==> src/slot_builder_pkg.sv <==
package slot_builder_pkg;

	// slot and frame timebase
	localparam logic [3:0] LAST_SLOT = 4'he;
	localparam logic [11:0] SYNC_GAP_CHIPS = 12'h100;

	// packet-channel control slot at spreading factor 512
	localparam int PKT_SLOT_BITS = 10;
	localparam logic [3:0] CCC_ESTOP = 4'hf;
	localparam logic [3:0] CCC_SOM = 4'ha;
	localparam logic [1:0] SYM_ONES = 2'h3;

	// common pilot: 20 bits per slot, symbol A = 1+j is 11, -A is 00
	localparam int PILOT_SLOT_BITS = 20;
	localparam logic [19:0] COMMON_PILOT_CHANNEL_ANT1 = 20'hf_ffff;
	localparam logic [19:0] COMMON_PILOT_CHANNEL_ANT2 = 20'hc_3c3c;

	// broadcast channel: 18 data bits after the sync-code gap
	localparam logic [4:0] BCAST_BITS = 5'h12;
	localparam logic [4:0] BCAST_TAIL_POS = 5'h10;
	localparam logic [4:0] BCAST_HEAD_END = 5'h02;

	// secondary common control slot formats
	localparam logic [4:0] SCC_FMT_MAX = 5'h11;
	localparam logic [4:0] SCC_FMT_WIDE = 5'h08;
	localparam logic [4:0] SCC_FMT_LONG_PILOT = 5'h0c;
	localparam logic [10:0] SCC_BASE_BITS = 11'h014;
	localparam logic [10:0] SCC_PILOT_SHORT = 11'h008;
	localparam logic [10:0] SCC_PILOT_LONG = 11'h010;
	localparam logic [10:0] SCC_FORMAT_COMBO_INDICATOR_SHORT = 11'h002;
	localparam logic [10:0] SCC_FORMAT_COMBO_INDICATOR_LONG = 11'h008;
	localparam logic [2:0] SCC_K_WIDE_BIAS = 3'h2;

	// per-slot pilot columns, slot 0 in the top two bits
	localparam logic [29:0] PILOT_COL1 = 30'h312f_9da0;
	localparam logic [29:0] PILOT_COL3 = 30'h2918_2dcf;
	localparam logic [29:0] PILOT_COL5 = 30'h3e76_8312;
	localparam logic [29:0] PILOT_COL7 = 30'h20b7_3e91;

	// register byte offsets
	localparam logic [7:0] REG_CTRL = 8'h00;
	localparam logic [7:0] REG_START_LEN = 8'h04;
	localparam logic [7:0] REG_SCC_FMT = 8'h08;
	localparam logic [7:0] REG_CMD = 8'h0c;
	localparam logic [7:0] REG_STATUS = 8'h10;
	localparam logic [7:0] REG_SCPICH0 = 8'h14;
	localparam logic [7:0] REG_SCPICH1 = 8'h18;
	localparam logic [7:0] REG_SCC_FORMAT_COMBO_INDICATOR = 8'h1c;

	typedef struct packed {
		logic wr;
		logic rd;
		logic [7:0] addr;
		logic [31:0] wdata;
	} bus_req_type;

	typedef struct packed {
		logic bit_value;
		logic dtx;
		logic valid;
	} lane_type;

	typedef struct packed {
		logic scc_format_combo_indicator_used;
		logic bcast_space_time_diversity;
		logic tx_diversity;
	} ctrl_type;

	typedef struct packed {
		logic preamble_done;
		logic estop;
	} cmd_type;

	typedef struct packed {
		logic secondary_scramble;
		logic [7:0] code_index;
	} scpich_cfg_type;

	typedef struct packed {
		logic [7:0] frames_left;
		logic [1:0] zero;
		logic estop_pending;
		logic in_window;
		logic [3:0] slot;
	} status_type;

	typedef enum logic [3:0] {
		SCC_IDLE = 4'h1,
		SCC_FORMAT_COMBO_INDICATOR = 4'h2,
		SCC_DATA = 4'h4,
		SCC_PILOT = 4'h8
	} scc_state_type;

	function automatic logic [1:0] col_sym(input logic [29:0] col,
		input logic [3:0] idx);
		logic [29:0] s;
		s = col << {idx, 1'b0};
		return s[29:28];
	endfunction

endpackage

==> src/slot_serializer.sv <==
`timescale 1ns/1ps
module slot_serializer #(
	parameter int WIDTH = 10
) (
	input wire logic ref_clk,
	input wire logic rst_n,
	input wire logic load,
	input wire logic [WIDTH-1:0] load_bits,
	input wire logic [WIDTH-1:0] load_dtx,
	input wire logic req,
	output slot_builder_pkg::lane_type lane
);
	localparam int CW = $clog2(WIDTH + 1);

	logic [WIDTH-1:0] shreg;
	logic [WIDTH-1:0] dmask;
	logic [CW-1:0] left;

	// a new slot always wins; leftovers of a short slot are dropped
	always_ff @(posedge ref_clk or negedge rst_n) begin
		if (!rst_n) begin
			shreg <= '0;
			dmask <= '0;
			left <= '0;
		end else if (load) begin
			shreg <= load_bits;
			dmask <= load_dtx;
			left <= CW'(WIDTH);
		end else if (req && left != '0) begin
			shreg <= shreg << 1;
			dmask <= dmask << 1;
			left <= left - CW'(1);
		end
	end

	always_ff @(posedge ref_clk or negedge rst_n) begin
		if (!rst_n) begin
			lane <= '0;
		end else begin
			lane.valid <= !load && req && left != '0;
			lane.bit_value <= shreg[WIDTH-1];
			lane.dtx <= dmask[WIDTH-1];
		end
	end
endmodule

==> src/dl_control_slot_builder.sv <==
`timescale 1ns/1ps
// Functional notes
// - packet control slot: 512 spreading, 2 power, 0 format, 4 command, 4 pilot
// - packet control pilot uses the four-bit antenna-1 dedicated pattern
// - command field carries a pattern only on request, else empty
// - emergency stop puts 1111 in the command field
// - emergency stop held back during the start-message window
// - start-of-message 1010 sent in every frame of that window
// - common pilot: fixed 30 kbps, spreading 256, fixed symbols only
// - antenna-2 pilot sequence only when any channel uses diversity; here only ctrl.tx_diversity turns it on, broadcast diversity alone does not
// - pilot symbol is 1+j; antenna 2 uses it or its negation
// - each secondary pilot has code index and scrambling choice
// - broadcast slot holds only data bits at 30 kbps, spreading 256
// - broadcast output blanked for first 256 chips of each slot
// - even-slot tail pairs with next head; slot 14 tail plain
// - sync codes modulated +1 when diversity on, -1 when off
// - secondary control spreading equals 256 over two to the k
// - secondary slots 20 to 1280 bits, fifteen slots a frame
// - eighteen formats; pilot 0/8/16, format field 0/2/8, rest data
// - secondary control with or without format field, per config
// - reserved but unused format field is left empty
// - pilot symbols outside sync words are all 11
module dl_control_slot_builder (
	input wire logic ref_clk,
	input wire logic rst_n,
	input slot_builder_pkg::bus_req_type bus,
	output logic [31:0] rdata,
	input wire logic slot_tick,
	input wire logic chip_tick,
	output logic [3:0] slot,
	input wire logic [1:0] tpc_bits,
	input wire logic pkt_req,
	output slot_builder_pkg::lane_type pkt_lane,
	input wire logic pilot_req,
	output slot_builder_pkg::lane_type pilot_ant1,
	output slot_builder_pkg::lane_type pilot_ant2,
	output logic pilot_ant2_on,
	output slot_builder_pkg::scpich_cfg_type scpich0_cfg,
	output slot_builder_pkg::scpich_cfg_type scpich1_cfg,
	input wire logic bcast_req,
	input wire logic bcast_data,
	input wire logic bcast_data_valid,
	output logic bcast_data_ready,
	output slot_builder_pkg::lane_type bcast_lane,
	output logic bcast_space_time_diversity_pair,
	output logic bcast_space_time_diversity_plain,
	output logic bcast_blank,
	output logic sync_mod_positive,
	input wire logic scc_req,
	input wire logic scc_data,
	input wire logic scc_data_valid,
	output logic scc_data_ready,
	output slot_builder_pkg::lane_type scc_lane,
	output logic [2:0] scc_spreading_log2
);

	slot_builder_pkg::ctrl_type ctrl;
	slot_builder_pkg::cmd_type cmd;
	slot_builder_pkg::status_type status;
	slot_builder_pkg::scc_state_type scc_state;
	logic [7:0] start_len;
	logic [7:0] frames_left;
	logic [4:0] scc_fmt;
	logic [7:0] scc_format_combo_indicator;
	logic [11:0] chip;
	logic [3:0] next_slot;
	logic frame_tick;
	logic estop_pending;
	logic in_window;
	logic [3:0] pkt_ccc;
	logic pkt_ccc_on;
	logic [4:0] bc_pos;
	logic bc_take;
	logic [10:0] scc_total;
	logic [10:0] scc_npilot;
	logic [10:0] scc_ntfci;
	logic [10:0] scc_ndata;
	logic [10:0] fpos;
	logic scc_emit;
	logic scc_bit;
	logic [1:0] scc_sym;
	logic wr_ctrl;

	assign wr_ctrl = bus.wr && bus.addr == slot_builder_pkg::REG_CTRL;
	assign cmd = slot_builder_pkg::cmd_type'(bus.wdata[1:0]);

	// register writes; unknown offsets are ignored
	always_ff @(posedge ref_clk or negedge rst_n) begin
		if (!rst_n) begin
			ctrl <= '0;
			start_len <= '0;
			scc_fmt <= '0;
			scc_format_combo_indicator <= '0;
			scpich0_cfg <= '0;
			scpich1_cfg <= '0;
		end else if (bus.wr) begin
			unique case (bus.addr)
				slot_builder_pkg::REG_CTRL: ctrl <= bus.wdata[2:0];
				slot_builder_pkg::REG_START_LEN: start_len <= bus.wdata[7:0];
				slot_builder_pkg::REG_SCC_FMT: begin
					// illegal format codes leave the old format in place
					if (bus.wdata[4:0] <= slot_builder_pkg::SCC_FMT_MAX) begin
						scc_fmt <= bus.wdata[4:0];
					end
				end
				slot_builder_pkg::REG_SCPICH0: scpich0_cfg <= bus.wdata[8:0];
				slot_builder_pkg::REG_SCPICH1: scpich1_cfg <= bus.wdata[8:0];
				slot_builder_pkg::REG_SCC_FORMAT_COMBO_INDICATOR: scc_format_combo_indicator <= bus.wdata[7:0];
				default: begin
				end
			endcase
		end
	end

	assign status = '{frames_left: frames_left, zero: 2'h0,
		estop_pending: estop_pending, in_window: in_window, slot: slot};

	// read data stand in the cycle after the strobe only
	always_ff @(posedge ref_clk or negedge rst_n) begin
		if (!rst_n) begin
			rdata <= '0;
		end else if (bus.rd) begin
			unique case (bus.addr)
				slot_builder_pkg::REG_CTRL: rdata <= {29'h0000_0000, ctrl};
				slot_builder_pkg::REG_START_LEN: rdata <= {24'h00_0000, start_len};
				slot_builder_pkg::REG_SCC_FMT: rdata <= {27'h000_0000, scc_fmt};
				slot_builder_pkg::REG_STATUS: rdata <= {16'h0000, status};
				slot_builder_pkg::REG_SCPICH0: rdata <= {23'h00_0000, scpich0_cfg};
				slot_builder_pkg::REG_SCPICH1: rdata <= {23'h00_0000, scpich1_cfg};
				slot_builder_pkg::REG_SCC_FORMAT_COMBO_INDICATOR: rdata <= {24'h00_0000, scc_format_combo_indicator};
				default: rdata <= '0;
			endcase
		end else begin
			rdata <= '0;
		end
	end

	// timebase: fifteen slots a frame
	assign next_slot = (slot == slot_builder_pkg::LAST_SLOT) ? 4'h0 : slot + 4'h1;
	assign frame_tick = slot_tick && slot == slot_builder_pkg::LAST_SLOT;

	always_ff @(posedge ref_clk or negedge rst_n) begin
		if (!rst_n) begin
			slot <= slot_builder_pkg::LAST_SLOT;
		end else if (slot_tick) begin
			slot <= next_slot;
		end
	end

	// sync-code gap at the head of every slot
	always_ff @(posedge ref_clk or negedge rst_n) begin
		if (!rst_n) begin
			chip <= '0;
			bcast_blank <= 1'b1;
		end else if (slot_tick) begin
			chip <= '0;
			bcast_blank <= 1'b1;
		end else if (chip_tick && bcast_blank) begin
			chip <= chip + 12'h001;
			bcast_blank <= chip != slot_builder_pkg::SYNC_GAP_CHIPS - 12'h001;
		end
	end

	// window counts whole frame boundaries after the preamble
	always_ff @(posedge ref_clk or negedge rst_n) begin
		if (!rst_n) begin
			frames_left <= '0;
		end else if (bus.wr && bus.addr == slot_builder_pkg::REG_CMD &&
			cmd.preamble_done) begin
			frames_left <= start_len;
		end else if (frame_tick && frames_left != 8'h00) begin
			frames_left <= frames_left - 8'h01;
		end
	end
	// the boundary tick already loads a slot of the next frame
	assign in_window = frames_left != 8'h00 &&
		!(frame_tick && frames_left == 8'h01);

	// a request in the same cycle as the send survives; the set wins
	always_ff @(posedge ref_clk or negedge rst_n) begin
		if (!rst_n) begin
			estop_pending <= 1'b0;
		end else if (bus.wr && bus.addr == slot_builder_pkg::REG_CMD &&
			cmd.estop) begin
			estop_pending <= 1'b1;
		end else if (slot_tick && !in_window) begin
			estop_pending <= 1'b0;
		end
	end

	// pattern only on request, otherwise the field is empty
	always_comb begin
		pkt_ccc = slot_builder_pkg::CCC_ESTOP;
		pkt_ccc_on = estop_pending;
		if (in_window) begin
			pkt_ccc = slot_builder_pkg::CCC_SOM;
			pkt_ccc_on = 1'b1;
		end
	end

	// 2 power, 4 command, 4 pilot bits every slot
	// power bits, then command, then pilot
	slot_serializer #(
		.WIDTH(slot_builder_pkg::PKT_SLOT_BITS)
	) u_pkt (
		.ref_clk(ref_clk),
		.rst_n(rst_n),
		.load(slot_tick),
		.load_bits({tpc_bits, pkt_ccc, slot_builder_pkg::SYM_ONES,
			slot_builder_pkg::col_sym(slot_builder_pkg::PILOT_COL1, next_slot)}),
		.load_dtx({2'h0, {4{!pkt_ccc_on}}, 4'h0}),
		.req(pkt_req),
		.lane(pkt_lane)
	);

	// antenna 1 all A, antenna 2 mixes A and -A
	slot_serializer #(
		.WIDTH(slot_builder_pkg::PILOT_SLOT_BITS)
	) u_pilot1 (
		.ref_clk(ref_clk),
		.rst_n(rst_n),
		.load(slot_tick),
		.load_bits(slot_builder_pkg::COMMON_PILOT_CHANNEL_ANT1),
		.load_dtx(20'h0_0000),
		.req(pilot_req),
		.lane(pilot_ant1)
	);

	// antenna 2 silent without diversity in the cell
	slot_serializer #(
		.WIDTH(slot_builder_pkg::PILOT_SLOT_BITS)
	) u_pilot2 (
		.ref_clk(ref_clk),
		.rst_n(rst_n),
		.load(slot_tick),
		.load_bits(slot_builder_pkg::COMMON_PILOT_CHANNEL_ANT2),
		.load_dtx({20{!ctrl.tx_diversity}}),
		.req(pilot_req),
		.lane(pilot_ant2)
	);
	assign pilot_ant2_on = ctrl.tx_diversity;

	// sync modulation sign follows the diversity setting
	assign sync_mod_positive = ctrl.bcast_space_time_diversity;

	// data bits only, taken after the gap
	assign bc_take = bcast_req && !bcast_blank && !slot_tick &&
		bc_pos < slot_builder_pkg::BCAST_BITS && bcast_data_valid;
	assign bcast_data_ready = bc_take;

	always_ff @(posedge ref_clk or negedge rst_n) begin
		if (!rst_n) begin
			bc_pos <= '0;
			bcast_lane <= '0;
			bcast_space_time_diversity_pair <= 1'b0;
			bcast_space_time_diversity_plain <= 1'b0;
		end else begin
			if (slot_tick) begin
				bc_pos <= '0;
			end else if (bc_take) begin
				bc_pos <= bc_pos + 5'h01;
			end
			bcast_lane.valid <= bc_take;
			bcast_lane.bit_value <= bcast_data;
			bcast_lane.dtx <= 1'b0;
			// pairing only when software enables it
			// even tail with odd head; slot 14 tail plain
			bcast_space_time_diversity_pair <= bc_take && ctrl.bcast_space_time_diversity && (slot[0] ?
				bc_pos < slot_builder_pkg::BCAST_HEAD_END :
				(bc_pos >= slot_builder_pkg::BCAST_TAIL_POS &&
				slot != slot_builder_pkg::LAST_SLOT));
			bcast_space_time_diversity_plain <= bc_take && ctrl.bcast_space_time_diversity &&
				slot == slot_builder_pkg::LAST_SLOT &&
				bc_pos >= slot_builder_pkg::BCAST_TAIL_POS;
		end
	end

	// k from format, spreading factor is 256 shifted down by k
	// pilot 0/8/16 and format field 0/2/8 by format
	always_comb begin
		if (scc_fmt < slot_builder_pkg::SCC_FMT_WIDE) begin
			scc_spreading_log2 = {2'h0, scc_fmt[2]};
			scc_ntfci = scc_fmt[1] ? slot_builder_pkg::SCC_FORMAT_COMBO_INDICATOR_SHORT : 11'h000;
		end else begin
			scc_spreading_log2 = scc_fmt[3:1] - slot_builder_pkg::SCC_K_WIDE_BIAS;
			scc_ntfci = slot_builder_pkg::SCC_FORMAT_COMBO_INDICATOR_LONG;
		end
		scc_npilot = !scc_fmt[0] ? 11'h000 :
			(scc_fmt < slot_builder_pkg::SCC_FMT_LONG_PILOT) ?
			slot_builder_pkg::SCC_PILOT_SHORT : slot_builder_pkg::SCC_PILOT_LONG;
		// 20 bits doubling per step of k
		scc_total = slot_builder_pkg::SCC_BASE_BITS << scc_spreading_log2;
		scc_ndata = scc_total - scc_npilot - scc_ntfci;
	end

	// even symbols and sync-word gaps are 11
	always_comb begin
		scc_sym = slot_builder_pkg::SYM_ONES;
		if (fpos[1]) begin
			unique case (fpos[3:2])
				2'h0: scc_sym = slot_builder_pkg::col_sym(
					slot_builder_pkg::PILOT_COL1, slot);
				2'h1: scc_sym = slot_builder_pkg::col_sym(
					slot_builder_pkg::PILOT_COL3, slot);
				2'h2: scc_sym = slot_builder_pkg::col_sym(
					slot_builder_pkg::PILOT_COL5, slot);
				2'h3: scc_sym = slot_builder_pkg::col_sym(
					slot_builder_pkg::PILOT_COL7, slot);
			endcase
		end
	end

	always_comb begin
		scc_bit = 1'b0;
		unique case (scc_state)
			slot_builder_pkg::SCC_FORMAT_COMBO_INDICATOR: scc_bit = scc_format_combo_indicator[3'(scc_ntfci - fpos - 11'h001)];
			slot_builder_pkg::SCC_DATA: scc_bit = scc_data;
			slot_builder_pkg::SCC_PILOT: scc_bit = fpos[0] ? scc_sym[0] : scc_sym[1];
			slot_builder_pkg::SCC_IDLE: scc_bit = 1'b0;
		endcase
	end

	// upstream data waits until a data bit is pulled
	assign scc_data_ready = scc_req && !slot_tick &&
		scc_state == slot_builder_pkg::SCC_DATA;
	assign scc_emit = scc_req && !slot_tick &&
		scc_state != slot_builder_pkg::SCC_IDLE &&
		(scc_state != slot_builder_pkg::SCC_DATA || scc_data_valid);

	// format field, then data, then pilot
	// format field present or absent by format choice
	always_ff @(posedge ref_clk or negedge rst_n) begin
		if (!rst_n) begin
			scc_state <= slot_builder_pkg::SCC_IDLE;
			fpos <= '0;
		end else if (slot_tick) begin
			fpos <= '0;
			scc_state <= (scc_ntfci != 11'h000) ? slot_builder_pkg::SCC_FORMAT_COMBO_INDICATOR :
				slot_builder_pkg::SCC_DATA;
		end else if (scc_emit) begin
			fpos <= fpos + 11'h001;
			unique case (scc_state)
				slot_builder_pkg::SCC_FORMAT_COMBO_INDICATOR: begin
					if (fpos == scc_ntfci - 11'h001) begin
						fpos <= '0;
						scc_state <= slot_builder_pkg::SCC_DATA;
					end
				end
				slot_builder_pkg::SCC_DATA: begin
					if (fpos == scc_ndata - 11'h001) begin
						fpos <= '0;
						scc_state <= (scc_npilot != 11'h000) ?
							slot_builder_pkg::SCC_PILOT : slot_builder_pkg::SCC_IDLE;
					end
				end
				slot_builder_pkg::SCC_PILOT: begin
					if (fpos == scc_npilot - 11'h001) begin
						scc_state <= slot_builder_pkg::SCC_IDLE;
					end
				end
				slot_builder_pkg::SCC_IDLE: begin
				end
			endcase
		end
	end

	always_ff @(posedge ref_clk or negedge rst_n) begin
		if (!rst_n) begin
			scc_lane <= '0;
		end else begin
			scc_lane.valid <= scc_emit;
			scc_lane.bit_value <= scc_bit;
			// unused format field goes out empty
			scc_lane.dtx <= scc_state == slot_builder_pkg::SCC_FORMAT_COMBO_INDICATOR &&
				!ctrl.scc_format_combo_indicator_used;
		end
	end
endmodule

==> config.mk <==
export PLATFORM = sky130hd
export DESIGN_NAME = dl_control_slot_builder
export DESIGN_NICKNAME = d
export VERILOG_FILES = /design/src/slot_builder_pkg.sv /design/src/slot_serializer.sv /design/src/dl_control_slot_builder.sv
export SDC_FILE = /design/constraint.sdc
export NUM_CORES = 1
export LEC_CHECK = 0
export BUFFER_PORTS_ARGS = -buffer_cell sky130_fd_sc_hd__buf_2
export CORE_ASPECT_RATIO = 0.9
export CORE_MARGIN = 2
export CORE_UTILIZATION = 55
export CTS_CLUSTER_SIZE = 40
export DETAILED_ROUTE_END_ITERATION = 16
export PLACE_DENSITY = 0.76
export SLEW_MARGIN = 20
export SYNTH_ARGS = -nofsm -noshare
export SYNTH_HDL_FRONTEND = slang
export SYNTH_SLANG_ARGS = --single-unit
==> constraint.sdc <==
create_clock -name ref_clk -period 6.1 [get_ports ref_clk]
set_input_delay 0.305 -clock ref_clk [delete_from_list [all_inputs] [get_ports ref_clk]]
set_output_delay 0.305 -clock ref_clk [all_outputs]
set_load 0.05 [all_outputs]
# Word-level counts from Yosys, hierarchy flattened

Index checks and enable logic that the tools add are counted.

Add/subtract/negate cells: 16
Magnitude comparators: 7
Equality and inequality tests: 26
Shifts and indexed selects: 6
Muxes and demuxes: 58
Reductions and logical operators: 63

Operator list:

| kind                    | count |
|---|---|
| $mux W20                | 8 |
| $shl A30 B5 Y30 const A | 5 |
| $pmux W16 S7            | 1 |
| $mux W11                | 4 |
| $mux W10                | 4 |
| $mux W4                 | 10 |
| $mux W5                 | 8 |
| $eq A11 B11 Y1          | 3 |
| $eq A8 B5 Y1 const B    | 4 |
| $mux W32                | 1 |
| $logic_and A1 B1 Y1     | 31 |
| $mux W12                | 2 |
| $pmux W11 S2            | 1 |
| $reduce_bool A11 Y1     | 2 |
| $eq A8 B4 Y1 const B    | 2 |
| $mux W8                 | 2 |
| $reduce_bool A2 Y1      | 8 |
| $add A12 B1 Y12 const B | 1 |
| $ne A12 B8 Y1 const B   | 1 |
| $pmux W4 S3             | 1 |
| $add A11 B1 Y11 const B | 1 |
| $shl A5 B3 Y11 const A  | 1 |
| $sub A11 B1 Y11 const B | 1 |
| $sub A11 B4 Y11         | 1 |
| other kinds (46)        | 73 |

Bits in registers: 250
Input bits: 56
Output and inout bits: 79
Logic and storage cells: 220

# Longest topological paths before layout

Word-level depth: 11
Mapped depth: 16
Depth with buffers taken out: 14

# By module

Synthesis repeated with hierarchy kept, for this count alone.

Cells, all modules: 1338
Area, all modules: 12718.4 um^2

By module, submodules not included:

| module                         | instances | cells an instance | area an instance (um^2) | sequential area each (um^2) |
|---|---|---|---|---|
| dl_control_slot_builder        | 1         | 687               | 6618.8                  | 2783.9 |
| slot_serializer (u_pilot1 ...) | 2         | 257               | 2393.5                  | 1201.2 |
| slot_serializer (u_pkt)        | 1         | 137               | 1312.5                  | 675.6 |

# Worst setup path after synthesis

No wires, ideal clock.

Kind: reg2reg
From: register scc_fmt[1]
To: register scc_state[3]
Arrival: 4.465 ns
Slack: 1.557 ns
Stages on the path, launching flop included: 15
Path buffers: 1
Path through: dfrtp_1 > clkbuf_1 > inv_1 > o21ai_0 > or2_2 > ha_1 > inv_1 > ha_1 > or4_1 > a21oi_1 > mux2i_1 > xor2_1 > o2111ai_1 > or4_1 > a21oi_1

Cells in the longest elaborated chain, start to end: 9
Elaborated cells on any way between the ends: 27
Those cells by class: add/sub (6); order compare (2); eq/ne (6); shift (1); mux (10); reduce/logical (2)

Ends and longest elaborated chain:

| item                                          | line                                                           | source |
|---|---|---|
| start: declaration                            | dl_control_slot_builder.sv:63                                  | `logic [4:0] scc_fmt;` |
| start signal: assignment                      | dl_control_slot_builder.sv:103                                 | `scc_fmt <= bus.wdata[4:0];` |
| $lt A5 B4 Y1 or $sub A3 B2 Y3 (tied branches) | dl_control_slot_builder.sv:281, dl_control_slot_builder.sv:285 |  |
| $mux W3 (*)                                   | dl_control_slot_builder.sv:281                                 | `if (scc_fmt < slot_builder_pkg::SCC_FMT_WIDE) begin` |
| via scc_spreading_log2[0]                     | dl_control_slot_builder.sv:54                                  | `output logic [2:0] scc_spreading_log2` |
| $shl A5 B3 Y11 (*)                            | dl_control_slot_builder.sv:292                                 | `scc_total = slot_builder_pkg::SCC_BASE_BITS << scc_spreading_log2;` |
| $sub A11 B5 Y11 (*)                           | dl_control_slot_builder.sv:293                                 | `scc_ndata = scc_total - scc_npilot - scc_ntfci;` |
| $sub A11 B4 Y11 (*)                           | dl_control_slot_builder.sv:293                                 |  |
| $sub A11 B1 Y11 (*)                           | dl_control_slot_builder.sv:350                                 | `if (fpos == scc_ndata - 11'h001) begin` |
| $eq A11 B11 Y1 (*)                            | dl_control_slot_builder.sv:350                                 |  |
| $ne A3 B2 Y1 (no line) (*)                    | --                                                             |  |
| $reduce_and A5 Y1 (no line) (*)               | --                                                             |  |
| end signal: assignment                        | dl_control_slot_builder.sv:346                                 | `scc_state <= slot_builder_pkg::SCC_DATA;` |
| end signal: assignment                        | dl_control_slot_builder.sv:352                                 | `scc_state <= (scc_npilot != 11'h000) ?` |
| end signal: assignment                        | dl_control_slot_builder.sv:358                                 | `scc_state <= slot_builder_pkg::SCC_IDLE;` |
| end: declaration                              | dl_control_slot_builder.sv:60                                  | `slot_builder_pkg::scc_state_type scc_state;` |

The timed path passes the listed nets; every way through them passes the cells marked *. The select of a mux whose other input is x is not followed.
A chain may end at the register's enable or synchronous reset.

# Worst setup path after layout

From: register scc_fmt[3]
To: register scc_state[3]

Cells in the longest elaborated chain, start to end: 9
Elaborated cells on any way between the ends: 26
Those cells by class: add/sub (6); order compare (2); eq/ne (6); shift (1); mux (9); reduce/logical (2)

Ends and longest elaborated chain:

| item                                                   | line |
|---|---|
| $lt A5 B4 Y1 (tied with other cells)                   | dl_control_slot_builder.sv:281 |
| $mux W3 or $mux W5 (tied branches)                     | dl_control_slot_builder.sv:281, dl_control_slot_builder.sv:289 |
| $shl A5 B3 Y11 or $mux W5 (tied branches)              | dl_control_slot_builder.sv:292, dl_control_slot_builder.sv:288 |
| $sub A11 B5 Y11 or $reduce_bool A11 Y1 (tied branches) | dl_control_slot_builder.sv:293, dl_control_slot_builder.sv:352 |
| $sub A11 B4 Y11 or $mux W4 (tied branches)             | dl_control_slot_builder.sv:293, dl_control_slot_builder.sv:352 |
| $sub A11 B1 Y11 or $mux W4 (tied branches)             | dl_control_slot_builder.sv:350 |
| $eq A11 B11 Y1 or $pmux W4 S3 (tied branches)          | dl_control_slot_builder.sv:350, dl_control_slot_builder.sv:342 |
| $ne A3 B2 Y1 (no line) or $mux W4 (tied branches)      | -- |
| $reduce_and A5 Y1 (no line) or $mux W4 (tied branches) | -- |

Parallel ways exist; a longest one is shown, timed or not. The select of a mux whose other input is x is not followed.

==> results.toml <==
[die]
die_h_um = 135
dieArea_um2 = 20100
row_count = 47
core_area_um2 = 18500
fp.dieW_um = 149
boundaryPins = 135
initial_core_util = 0.564

[clock_network]
cts_setup_buffers = 0
clk_latency_ns = 0.50
cts.sinks = 207
cts_buffers = 22
cts.clk_slew.worst_paths_ns = 0.06
cts_tree = "yes"
cts_buffer_depth = 3
htree_levels = 1
cts_resized = 0
ctsRootBufferMaster = "clkbuf_16"

[route]
drc = 0
ant_nets = 0
totalWireLength_um = 22300
wire_per_inst_um = 15.9
vias = 8038
vias_per_cell = 5.71
first_pass_iters = 8
drt_iter0_drc = 634

[worst_setup_path]
path_cells = "nor2_1 -> nand2_1 -> o21ai_0 -> or2_2 -> ha_1 -> inv_1 -> ha_1 -> or4_1 -> o22ai_1 -> xnor2_1 -> nor4_1 -> o2111ai_1 -> buf_4 -> or4_1 -> a21oi_1"
endpoint = "scc_state[3]"
crit_slowest_cell = "dfrtp_1"
crit_type = "register to register"
crit_fanout = 19
setup.worst_path.start = "scc_fmt[3]"
slowest_delay_ns = 0.70
required_ns = 6.52
reg2reg_from = "scc_fmt[3]"
end_kind = "register"
r2r_end = "scc_state[3]"
regToRegSetupSlack_ns = 1.86
rr_worst_depth = 15
cp.arrival_ns = 4.66
critPathLaunchType = "register"

[cells_and_area]
syn_to_final_growth_pct = 12.9
insertedDiodeCount = 0
nNetsFinal = 1228
post-route-util = 0.636
drive_above_1_share = 0.182
num-fill-cells = 1488

[global_route]
grt_max_degree = 101
grt.overflow.total = 0
grt_pass1_wl_um = 36600
antenna_found_initial = 0
track_usage = 0.220
grt_pass1_vias = 7439

[timing]
rsz0062_at_grt = "false"
max_freq_mhz = 236
whs_ns = 0.0362
tightest_slew_ns = 1.07
slew_violations = 0
fin_skew_ns = 0.00896
hold_viol = 0
max-slew-margin-rel = 0.281
setup_violations = 0
finalCritPeriodShare = 0.695
setup_tns_ns = 0
fin_crit_ns = 4.24

[worst_hold_path]
min_from = "tpc_bits[0]"
hp-class = "input port to register"

[run]
cap_viol_max_count = 0

[placed_design]
gp_congestion = 0.879
dp_hpwl_um = 14600
io_buffer_count = 93

[power_and_ir_drop]
max-vdd-ir-drop_uv = 204
power_mw = 3.81
p_per_area_nw_per_um2 = 323
leakage_nw = 5.51

[synthesis]
yosysTopAreaCellShare = 0.484
synth-warning-count = 0
synth_area_leaders = "dfrtp_1 (48%), nand2_1 (7.4%), mux2_2 (5.4%), ha_1 (2.9%), nand3_1 (2.7%)"
synth_cell_types = 68
synth_area_um2 = 10400
synthArstFlopShare = 1.00
yosysMostFrequentCell = "nand2_1"
synth_common_cells = "nand2_1 (205), dfrtp_1 (202), nor2_1 (74)"
synth_edf_count = 0
seq_area_frac_synth = 0.497
synth_area_per_cell_um2 = 9.61
synth_largest_area_cell = "dfrtp_1"
synth_cells = 1087
synth-main-ff-cell = "dfrtp_1"
ys_ff_latch = 207

[status]
status = "complete, no violations"
==> state kept, by name, indices dropped and copies added (netlist names), 6 cells and up <==
name / count
u_pilot1.shreg: 20
u_pilot2.dmask: 20
u_pilot2.shreg: 18
rdata: 16
chip: 12
fpos: 11
u_pkt.shreg: 10
scpich0_cfg: 9
scpich1_cfg: 9
frames_left: 8
scc_format_combo_indicator: 8
start_len: 8
u_pkt.dmask: 6
==> per-layer routing <==
| layer | wire (um) | global-route usage | share of wire |
|---|---|---|---|
| met1 | 10100 | 0.319 | 0.45 |
| met3 | 1190 | 0.0389 | 0.053 |
| met2 | 10500 | 0.344 | 0.47 |
| met4 | 473 | 0.0624 | 0.021 |
| met5 | 0 | 0 | 0 |
==> cells in the final DEF, fill, tap and decap left out, drive strengths merged, types with 13 or more instances in the layout <==
master / instances
nand2: 205
dfrtp: 202
buf: 101
nor2: 74
nand3: 56
a21oi: 50
mux2: 50
o21ai: 36
inv: 35
clkbuf: 30
xnor2: 29
ha: 24
a31oi: 23
xor2: 20
conb: 18
nor3: 16
and2: 14
mux2i: 13
==> where the power goes <==
group          internal (mW)  switching [mW]
sequential              1.50           0.140
combinational          0.275           0.471
clock                  0.894           0.536
total                   2.67            1.15
==> kinds of logic (layout without fill, tap and decap cells) <==
family / after synthesis / after routing / synth area share
simple gates: 434 / 434 / 0.190
flops: 207 / 207 / 0.497
compound gates: 183 / 183 / 0.116
buf+inv: 121 / 180 / 0.0507
mux: 67 / 67 / 0.0750
xor+xnor: 49 / 49 / 0.0411
fa+ha+maj: 25 / 25 / 0.0307
other cells: 1 / 18 / 0.000359
==> stage by stage <==
step | worst slack, ns | std cells | instance area, um^2
after CTS | 1.90 | 1408 | 11800
final | 1.86 | 1408 | 11800
after global placement | 2.02 | 1365 | 11000
after detailed placement | 1.94 | 1365 | 11000
after floorplan | 1.56 | 1104 | 10500
after global routing | 1.59 | 1408 | 11800
==> final cells by class <==
| class | count | area (um^2) | share of cell area |
|---|---|---|---|
| flip-flops and latches | 207 | 5190 | 0.440 |
| multi-input cells | 776 | 4810 | 0.408 |
| clock buffers | 29 | 628 | 0.0533 |
| repair buffers | 105 | 572 | 0.0485 |
| well taps | 245 | 307 | 0.0260 |
| clock inverters | 11 | 160 | 0.0136 |
| inverters | 35 | 131 | 0.0111 |
==> how the worst min path moves through the flow <==
| stage | cells after the start | endpoint | slack [ns] |
|---|---|---|---|
| 6_report | 3 | u_pkt.shreg[8] | 0.04 |
| 5_1_grt | 3 | u_pkt.shreg[8] | 0.04 |
| 4_1_cts | 3 | u_pkt.shreg[8] | 0.02 |
| 3_5_place_dp | 0 | u_pilot2.lane[2] | 0.36 |
| 3_3_place_gp | 0 | u_pilot2.lane[2] | 0.36 |
| 2_1_floorplan | 0 | bc_pos[0] | 0.009 |
==> worst max-delay path: cells and delay by family (launching register included) <==
| kind | cells | cell delay, ns |
|---|---|---|
| compound gates | 4 | 0.70 |
| xor+xnor | 1 | 0.12 |
| fa+ha+maj | 2 | 0.50 |
| buf+inv | 2 | 0.25 |
| flops | 1 | 0.70 |
| simple gates | 6 | 1.87 |
==> timing repair <==
item	4_1_cts	5_1_grt
hold endpoints to repair	100	0
setup endpoints to repair	0	0
hold buffers	3	0
Note: power is estimated with default switching activity, not from simulation.
